**src/hdl/stk_pkg.sv**
```systemverilog
// stk_pkg: register map, field positions, reset values and bus types of the tick timer
// assumes: a 32-bit Avalon-MM slave with word addresses given as byte offsets
package stk_pkg;

    // ==========================================================
    // register offsets (byte addresses)
    localparam logic [7:0] OFS_CTRL_STATUS = 8'h10;
    localparam logic [7:0] OFS_RELOAD      = 8'h14;
    localparam logic [7:0] OFS_CURRENT     = 8'h18;
    localparam logic [7:0] OFS_IRQ_STATUS  = 8'h1C;
    localparam logic [7:0] OFS_IRQ_MASK    = 8'h20;

    // ==========================================================
    // field positions
    localparam int CNT_W          = 24;
    localparam int BIT_ENABLE     = 0;
    localparam int BIT_EXC_ENABLE = 1;
    localparam int BIT_CLK_SELECT = 2;
    localparam int BIT_WRAP_FLAG  = 16;
    localparam int BIT_IRQ_WRAP   = 0;

    // ==========================================================
    // reset values
    localparam logic [31:0] RST_CTRL_STATUS = 32'h0000_0004;
    localparam logic [23:0] RST_RELOAD      = 24'h00_0000;
    localparam logic [23:0] RST_CURRENT     = 24'h00_0000;
    localparam logic        RST_IRQ_MASK    = 1'b0;

    // ==========================================================
    // bus request carrier
    typedef struct packed {
        logic [7:0]  address;
        logic        read;
        logic        write;
        logic [31:0] writedata;
        logic [3:0]  byteenable;
    } stk_req_s;

    typedef enum logic [0:0] {
        STK_IDLE,
        STK_DONE
    } stk_bus_e;

endpackage : stk_pkg

```
**src/hdl/stk_bus_slave.sv**
```systemverilog
// stk_bus_slave: Avalon-MM handshake, one wait cycle per access, decodes strobes
// assumes: master holds its request until waitrequest is seen low
`timescale 1ns/1ps
`default_nettype none
module stk_bus_slave (
    input  wire logic              clk,
    input  wire logic              sys_rst,
    input  wire stk_pkg::stk_req_s req,
    output logic                   waitrequest,
    output logic                   acc_read,
    output logic                   acc_write
);

    stk_pkg::stk_bus_e state;

    // ==========================================================
    // accept every access after one wait cycle
    always_ff @(posedge clk)
    begin
        if (sys_rst)
            state <= stk_pkg::STK_IDLE;
        else
            unique case (state)
                stk_pkg::STK_IDLE:
                    if (req.read || req.write)
                        state <= stk_pkg::STK_DONE;
                stk_pkg::STK_DONE:
                    state <= stk_pkg::STK_IDLE;
            endcase
    end

    assign waitrequest = !(state == stk_pkg::STK_DONE);
    assign acc_read    = (state == stk_pkg::STK_DONE) && req.read;
    assign acc_write   = (state == stk_pkg::STK_DONE) && req.write;

endmodule : stk_bus_slave
`default_nettype wire

```
**src/hdl/stk_system_tick_timer.sv**
```systemverilog
// stk_system_tick_timer: 24-bit down-counting tick timer with Avalon-MM registers
// assumes: single clock, synchronous reset, alt_tick from external clock selection
// What this block does
// 24-bit down counter wrapping on zero, cleared by current value writes.
// when enabled counts down to zero then loads reload value next count.
// wrap flag bit 16 sets when count goes from 1 to 0.
// wrap flag clears on status read or current value write.
// zero reload value keeps counter at zero, so ticking stops.
// control bit 2 picks core clock (1) or alternate tick (0).
// with bit 1 set, reaching zero pends exception; software clear never does.
// control bit 0 enables repeated counting; cleared stops the counter.
// reload bits 23:0 hold value copied into counter at zero.
// any write to current value clears counter to zero.
// current value reads counter now; bits 31:24 read zero.
// software should clear current value before enabling the counter.
// reserved bits read zero and ignore writes.
//
// The Avalon-MM register port was chosen for this implementation.
`timescale 1ns/1ps
`default_nettype none
module stk_system_tick_timer (
    input  wire logic        clk,
    input  wire logic        sys_rst,
    input  wire logic [7:0]  avs_address,
    input  wire logic        avs_read,
    input  wire logic        avs_write,
    input  wire logic [31:0] avs_writedata,
    input  wire logic [3:0]  avs_byteenable,
    output logic [31:0]      avs_readdata,
    output logic             avs_waitrequest,
    input  wire logic        alt_tick,
    output logic             tick_exception,
    output logic             irq
);

    stk_pkg::stk_req_s req;
    logic              acc_read;
    logic              acc_write;
    logic              count_en;
    logic              enable;
    logic              wrap_exception_enable;
    logic              tick_clock_select;
    logic              wrap_flag;
    logic [23:0]       reload;
    logic [23:0]       current;
    logic              irq_status;
    logic              irq_mask;
    logic              wr_ctrl;
    logic              wr_reload;
    logic              wr_current;
    logic              wr_irq_status;
    logic              wr_irq_mask;
    logic              rd_ctrl;
    logic              step;
    logic              hit_zero;
    logic [31:0]       be_mask;
    logic [31:0]       wdata;
    logic [31:0]       next_readdata;
    logic              sel_ctrl;
    logic              sel_reload;
    logic              sel_current;
    logic              sel_irq_status;
    logic              sel_irq_mask;
    logic              rd_capture;
    logic              flag_read;
    logic              at_zero;
    logic              at_one;
    logic              wrap_event;
    logic              next_enable;
    logic              next_wrap_exception_enable;
    logic              next_tick_clock_select;
    logic [23:0]       next_reload;
    logic [23:0]       next_current;
    logic              next_wrap_flag;
    logic              next_tick_exception;
    logic              next_irq_status;
    logic              next_irq_mask;
    logic [31:0]       ctrl_word;
    logic [31:0]       reload_word;
    logic [31:0]       current_word;
    logic [31:0]       irq_status_word;
    logic [31:0]       irq_mask_word;

    // ==========================================================
    // bus front end
    assign req.address    = avs_address;
    assign req.read       = avs_read;
    assign req.write      = avs_write;
    assign req.writedata  = avs_writedata;
    assign req.byteenable = avs_byteenable;

    stk_bus_slave u_bus (
        .clk         (clk),
        .sys_rst     (sys_rst),
        .req         (req),
        .waitrequest (avs_waitrequest),
        .acc_read    (acc_read),
        .acc_write   (acc_write)
    );

    stk_tick_enable u_tick (
        .clk               (clk),
        .sys_rst           (sys_rst),
        .tick_clock_select (tick_clock_select),
        .alt_tick          (alt_tick),
        .count_en          (count_en)
    );

    // ==========================================================
    // byte lane merge
    genvar gi;
    generate
        for (gi = 0; gi < 4; gi++)
        begin : g_be
            assign be_mask[gi*8 +: 8] = {8{avs_byteenable[gi]}};
        end
    endgenerate

    assign wdata = avs_writedata & be_mask;

    // ==========================================================
    // address decode, one select per register
    always_comb
    begin
        sel_ctrl       = 1'b0;
        sel_reload     = 1'b0;
        sel_current    = 1'b0;
        sel_irq_status = 1'b0;
        sel_irq_mask   = 1'b0;
        unique case (avs_address)
            stk_pkg::OFS_CTRL_STATUS: sel_ctrl       = 1'b1;
            stk_pkg::OFS_RELOAD:      sel_reload     = 1'b1;
            stk_pkg::OFS_CURRENT:     sel_current    = 1'b1;
            stk_pkg::OFS_IRQ_STATUS:  sel_irq_status = 1'b1;
            stk_pkg::OFS_IRQ_MASK:    sel_irq_mask   = 1'b1;
            default:                  sel_ctrl       = 1'b0;
        endcase
    end

    assign wr_ctrl       = acc_write && sel_ctrl;
    assign wr_reload     = acc_write && sel_reload;
    assign wr_current    = acc_write && sel_current;
    assign wr_irq_status = acc_write && sel_irq_status;
    assign wr_irq_mask   = acc_write && sel_irq_mask;
    assign rd_ctrl       = acc_read && sel_ctrl;
    assign rd_capture    = avs_read && avs_waitrequest;
    assign flag_read     = rd_ctrl && avs_readdata[stk_pkg::BIT_WRAP_FLAG];

    // ==========================================================
    // control bits, lane 0 only
    always_comb
    begin
        next_enable                = enable;
        next_wrap_exception_enable = wrap_exception_enable;
        next_tick_clock_select     = tick_clock_select;
        if (wr_ctrl && avs_byteenable[0])
        begin
            next_enable                = avs_writedata[stk_pkg::BIT_ENABLE];
            next_wrap_exception_enable = avs_writedata[stk_pkg::BIT_EXC_ENABLE];
            next_tick_clock_select     = avs_writedata[stk_pkg::BIT_CLK_SELECT];
        end
    end

    always_ff @(posedge clk)
    begin
        if (sys_rst)
        begin
            enable                <= stk_pkg::RST_CTRL_STATUS[stk_pkg::BIT_ENABLE];
            wrap_exception_enable <= stk_pkg::RST_CTRL_STATUS[stk_pkg::BIT_EXC_ENABLE];
            tick_clock_select     <= stk_pkg::RST_CTRL_STATUS[stk_pkg::BIT_CLK_SELECT];
        end
        else
        begin
            enable                <= next_enable;
            wrap_exception_enable <= next_wrap_exception_enable;
            tick_clock_select     <= next_tick_clock_select;
        end
    end

    // ==========================================================
    // reload register, byte lanes merged
    always_comb
    begin
        next_reload = reload;
        if (wr_reload)
            next_reload = (reload & ~be_mask[23:0]) | wdata[23:0];
    end

    always_ff @(posedge clk)
    begin
        if (sys_rst)
            reload <= stk_pkg::RST_RELOAD;
        else
            reload <= next_reload;
    end

    // ==========================================================
    // down counter
    assign at_zero  = (current == 24'h00_0000);
    assign at_one   = (current == 24'h00_0001);
    assign step     = enable && count_en;
    assign hit_zero = step && at_one;

    always_comb
    begin
        next_current = current;
        if (wr_current)
            next_current = 24'h00_0000;
        else if (step && at_zero)
            next_current = reload;
        else if (step)
            next_current = current - 24'h00_0001;
    end

    always_ff @(posedge clk)
    begin
        if (sys_rst)
            current <= stk_pkg::RST_CURRENT;
        else
            current <= next_current;
    end

    // ==========================================================
    // wrap flag: a wrap in the clearing cycle wins, and a read
    // only clears a flag that it has returned
    always_comb
    begin
        next_wrap_flag = wrap_flag;
        if (hit_zero)
            next_wrap_flag = 1'b1;
        else if (flag_read || wr_current)
            next_wrap_flag = 1'b0;
    end

    always_ff @(posedge clk)
    begin
        if (sys_rst)
            wrap_flag <= 1'b0;
        else
            wrap_flag <= next_wrap_flag;
    end

    // ==========================================================
    // wrap event: a current value write in the same cycle suppresses it
    assign wrap_event = hit_zero && !wr_current;

    // ==========================================================
    // exception pulse
    always_comb
    begin
        next_tick_exception = 1'b0;
        if (wrap_event)
            next_tick_exception = wrap_exception_enable;
    end

    always_ff @(posedge clk)
    begin
        if (sys_rst)
            tick_exception <= 1'b0;
        else
            tick_exception <= next_tick_exception;
    end

    // ==========================================================
    // interrupt status, write one to clear
    always_comb
    begin
        next_irq_status = irq_status;
        if (wrap_event)
            next_irq_status = 1'b1;
        else if (wr_irq_status && wdata[stk_pkg::BIT_IRQ_WRAP])
            next_irq_status = 1'b0;
    end

    always_ff @(posedge clk)
    begin
        if (sys_rst)
            irq_status <= 1'b0;
        else
            irq_status <= next_irq_status;
    end

    // ==========================================================
    // interrupt mask and level output
    always_comb
    begin
        next_irq_mask = irq_mask;
        if (wr_irq_mask && avs_byteenable[0])
            next_irq_mask = avs_writedata[stk_pkg::BIT_IRQ_WRAP];
    end

    always_ff @(posedge clk)
    begin
        if (sys_rst)
            irq_mask <= stk_pkg::RST_IRQ_MASK;
        else
            irq_mask <= next_irq_mask;
    end

    assign irq = irq_status && irq_mask;

    // ==========================================================
    // read words, reserved bits zero
    always_comb
    begin
        ctrl_word                              = 32'h0000_0000;
        ctrl_word[stk_pkg::BIT_ENABLE]         = enable;
        ctrl_word[stk_pkg::BIT_EXC_ENABLE]     = wrap_exception_enable;
        ctrl_word[stk_pkg::BIT_CLK_SELECT]     = tick_clock_select;
        ctrl_word[stk_pkg::BIT_WRAP_FLAG]      = wrap_flag;
        irq_status_word                        = 32'h0000_0000;
        irq_status_word[stk_pkg::BIT_IRQ_WRAP] = irq_status;
        irq_mask_word                          = 32'h0000_0000;
        irq_mask_word[stk_pkg::BIT_IRQ_WRAP]   = irq_mask;
    end

    assign reload_word  = {8'h00, reload};
    assign current_word = {8'h00, current};

    // ==========================================================
    // read mux
    always_comb
    begin
        next_readdata = 32'h0000_0000;
        unique case (avs_address)
            stk_pkg::OFS_CTRL_STATUS: next_readdata = ctrl_word;
            stk_pkg::OFS_RELOAD:      next_readdata = reload_word;
            stk_pkg::OFS_CURRENT:     next_readdata = current_word;
            stk_pkg::OFS_IRQ_STATUS:  next_readdata = irq_status_word;
            stk_pkg::OFS_IRQ_MASK:    next_readdata = irq_mask_word;
            default:                  next_readdata = 32'h0000_0000;
        endcase
    end

    // ==========================================================
    // read data register, loaded in the wait cycle
    always_ff @(posedge clk)
    begin
        if (sys_rst)
            avs_readdata <= 32'h0000_0000;
        else if (rd_capture)
            avs_readdata <= next_readdata;
    end

endmodule : stk_system_tick_timer
`default_nettype wire

```
**src/hdl/stk_tick_enable.sv**
```systemverilog
// stk_tick_enable: count enable for the tick counter, held high on core clock, one pulse per alternate tick
// assumes: alt_tick is a one-cycle pulse synchronous to clk
`timescale 1ns/1ps
`default_nettype none
module stk_tick_enable (
    input  wire logic clk,
    input  wire logic sys_rst,
    input  wire logic tick_clock_select,
    input  wire logic alt_tick,
    output logic      count_en
);

    logic alt_q;

    // ==========================================================
    // register the alternate pulse to keep one edge per pulse
    always_ff @(posedge clk)
    begin
        if (sys_rst)
            alt_q <= 1'b0;
        else
            alt_q <= alt_tick;
    end

    assign count_en = tick_clock_select ? 1'b1 : (alt_tick && !alt_q);

endmodule : stk_tick_enable
`default_nettype wire

```
**config.mk**
```make
export PLATFORM = sky130hd
export DESIGN_NAME = stk_system_tick_timer
export DESIGN_NICKNAME = d
export VERILOG_FILES = /design/src/hdl/stk_pkg.sv /design/src/hdl/stk_bus_slave.sv /design/src/hdl/stk_system_tick_timer.sv /design/src/hdl/stk_tick_enable.sv
export SDC_FILE = /design/constraint.sdc
export NUM_CORES = 1
export LEC_CHECK = 0
export BUFFER_PORTS_ARGS = -buffer_cell sky130_fd_sc_hd__buf_2
export CELL_PAD_IN_SITES_DETAIL_PLACEMENT = 0
export CELL_PAD_IN_SITES_GLOBAL_PLACEMENT = 1
export CORE_UTILIZATION = 43
export CTS_CLUSTER_SIZE = 24
export DETAILED_ROUTE_END_ITERATION = 7
export GPL_ROUTABILITY_DRIVEN = 0
export HOLD_SLACK_MARGIN = 0.06
export PLACE_DENSITY_LB_ADDON = 0.1
export SLEW_MARGIN = 30
export SYNTH_ARGS = -nofsm -noshare
export SYNTH_HDL_FRONTEND = slang
export SYNTH_HIERARCHICAL = 1
export SYNTH_SLANG_ARGS = --single-unit
```
**constraint.sdc**
```tcl
create_clock -name clk -period 6.55 [get_ports clk]
set_input_delay 1.965 -clock clk [delete_from_list [all_inputs] [get_ports clk]]
set_output_delay 1.965 -clock clk [all_outputs]
set_load 0.01 [all_outputs]
```
==> results.toml <==
[power]
switching_power_uw = 207
p_sw_frac = 0.223
finalPower_uw = 926
leakage_nw = 1.69
pwr-share-clk = 0.426
vdd_drop_max_uv = 133
seqPwrFrac = 0.533
power.share.combinational = 0.041
p_int_uw = 719
pwr_density_cell_nw_per_um2 = 209

[clocking]
path_clk_slew_ps = 80
cts_made_buffers = 9
cts_tree = "built"
hold_buffers = 0
cts_setup_buffers = 0
insertion_delay_ps = 350
cts.repair.resized = 0
clk_path_buf_depth = 2
cts.sinks = 81
clockRootBuffer = "clkbuf_8"
h-tree-depth = 3

[route]
drtAntennaViolNets = 0
vias = 3552
drc = 0
wl_per_cell_um = 15.9
drt_iter0_markers = 181
vias_per_cell = 5.59
drt_first_pass_iters = 5
drt-total-wl_mm = 10.1

[logic_synthesis]
syn_area_um2 = 3890
synth.largest_area_cell = "dfxtp_1"
yosys-top-cells-area = "dfxtp_1 (42%), nand2_1 (9.1%), a22oi_1 (5.6%), a21oi_1 (5.1%), o21ai_0 (3.7%)"
postSynthAreaPerCell_um2 = 8.23
synth_cells = 473
synthDistinctLibCells = 58
ys_seq_elements = 81
synth_flop_cell = "dfxtp_1"
async_flop_share = 0
ys.warnings.count = 6
synth-seq-area-share = 0.416
netlist.area_leader.share = 0.416
synth-edff-count = 0

[finish]
layout.nets = 574
fill_cells = 881
diodes = 0
layout-drive-gt1-share = 0.190
area_growth_pct = 13.9

[critical_path]
crit_chain = "buf_2 -> a21o_1 -> nand2_1 -> nor4_2 -> nand4_1 -> a21oi_1 -> and2_1"
cp_top_family = "simple AND/OR/NAND/NOR gates"
crit_path_end_kind = "flip-flop"
worstPathArrival_ps = 4040
cpPeakStageDelay_ps = 790
critical_path_class = "input port to flip-flop"
reg2reg_depth = 5
crit_cells = 7
worstPathMaxFanout = 18
startpoint_type = "input port"
slowest_stage = "nor4_2"
critPathRequiredTime_ps = 6850
path_buf_inv = 1

[sta]
max_freq_mhz = 268
setup_viol_count_final = 0
finalHoldViolCount = 0
min_period_ps = 3740
slew_headroom = 0.466
rsz0062_at_grt = "no"
fin_crit_sh = 0.571
worstMarginPinSlew_ps = 800
setup_tns_ps = 0
finalMaxSlewViolations = 0
fin_skew_ps = 9.07

[floorplanning]
die-area_um2 = 9440
rows = 34
io_pins = 84
die_x_um = 97.2
coreArea_um2 = 8760
die_y_um = 97.2
start_util = 0.444

[global_routing]
grt_pass1_vias = 3213
grt_pass1_wl_mm = 16.8
grt_max_degree = 35
antenna_found_initial = 0
grt_use_total = 0.221
grt_overflow = 0

[run_status]
outcome = "finished, final reports clean"

[job]
drv_cap = 0

[hold_path]
holdCritPathClass = "flip-flop to flip-flop"
hold-path-cell-count = 2

[placement]
dpl.hpwl_mm = 7.04
portBuffers = 66
tightest hold or removal path: stages (launching register included):
cell and delay (ps):
dfxtp_1 330, nand2_1 40, o21ai_0 50
layout by cell type, fill, tap and decap left out, types with 8 or more instances in the layout:
cell      Yosys  layout
a22oi_1      29      29
clkbuf_8      0       9
mux2i_1      10      10
nor4_1        9       9
conb_1        1       8
nor2_1       15      15
a21oi_1      40      39
dfxtp_1      81      81
nand3_1      14      14
nand2_1      94      94
o21ai_0      29      29
buf_2         3      66
or4_1        10      10
a31oi_1      10      10
nor3_1       10      10
per-layer routing:
layer	track usage	up-vias	routed length, um
li1	-	1802	-
met1	0.311	1657	5090
met2	0.347	86	4470
met3	0.0353	7	446
met4	0.0689	0	82
met5	0	-	0
area by class of cell:
| type | count | area (um2) | share of cell area |
|---|---|---|---|
| Timing Repair Buffer | 68 | 345 | 0.0779 |
| Clock inverter | 6 | 82.6 | 0.0186 |
| Tap cell | 108 | 135 | 0.0305 |
| Multi-Input combinational cell | 355 | 2100 | 0.473 |
| Sequential cell | 81 | 1620 | 0.366 |
| Clock buffer | 10 | 128 | 0.0288 |
| Inverter | 7 | 26.3 | 0.00593 |
synthesized netlist by cell type, types with 8 or more instances:
cell type and count:
a21oi_1 40, a22oi_1 29, a31oi_1 10, buf_4 8
clkbuf_1 19, dfxtp_1 81, mux2i_1 10, nand2_1 94
nand3_1 14, nor2_1 15, nor3_1 10, nor4_1 9
o21ai_0 29, or4_1 10
path summary, 6_finish.rpt:
check	from	to	slack [ps]
worst min register to register	avs_readdata[5]	avs_readdata[5]	450
worst min-delay path	avs_readdata[5]	avs_readdata[5]	450
worst max-delay path	alt_tick	tick_exception	2810
worst max register to register	current[4]	current[22]	3670
logic make-up (layout without fill, tap and decap cells):
| kind of cell | Yosys count | count (layout) | synth area share |
|---|---|---|---|
| adder cells (fa/ha/maj) | 3 | 3 | 0.00964 |
| AO/OA/AOI/OAI | 132 | 132 | 0.208 |
| multiplexers | 12 | 12 | 0.0315 |
| flip-flops | 81 | 81 | 0.416 |
| buffers and inverters | 44 | 91 | 0.0588 |
| XOR/XNOR | 3 | 3 | 0.00675 |
| AND/OR/NAND/NOR | 197 | 197 | 0.268 |
| other | 1 | 8 | 0.000963 |
per-stage QoR:
step	instances	cell area, um2	hold WS, ps	worst slack [ps]	utilization
5_1_grt	635	4430	485	2600	0.506
3_3_place_gp	619	4220	429	2420	0.481
3_5_place_dp	619	4220	437	2410	0.482
4_1_cts	635	4430	456	2770	0.506
2_1_floorplan	480	3920	434	2840	-
6_report	635	4430	448	2810	0.506
power groups by stage:
stage	clock, mW	sequential (mW)	combinational, mW
after floorplan	0	0.506	0.0209
after global placement	0	0.506	0.0370
after detailed placement	0	0.506	0.0380
after CTS	0.400	0.494	0.0381
after global routing	0.422	0.494	0.0420
final	0.395	0.494	0.0377
(Power assumes the default switching activity.)
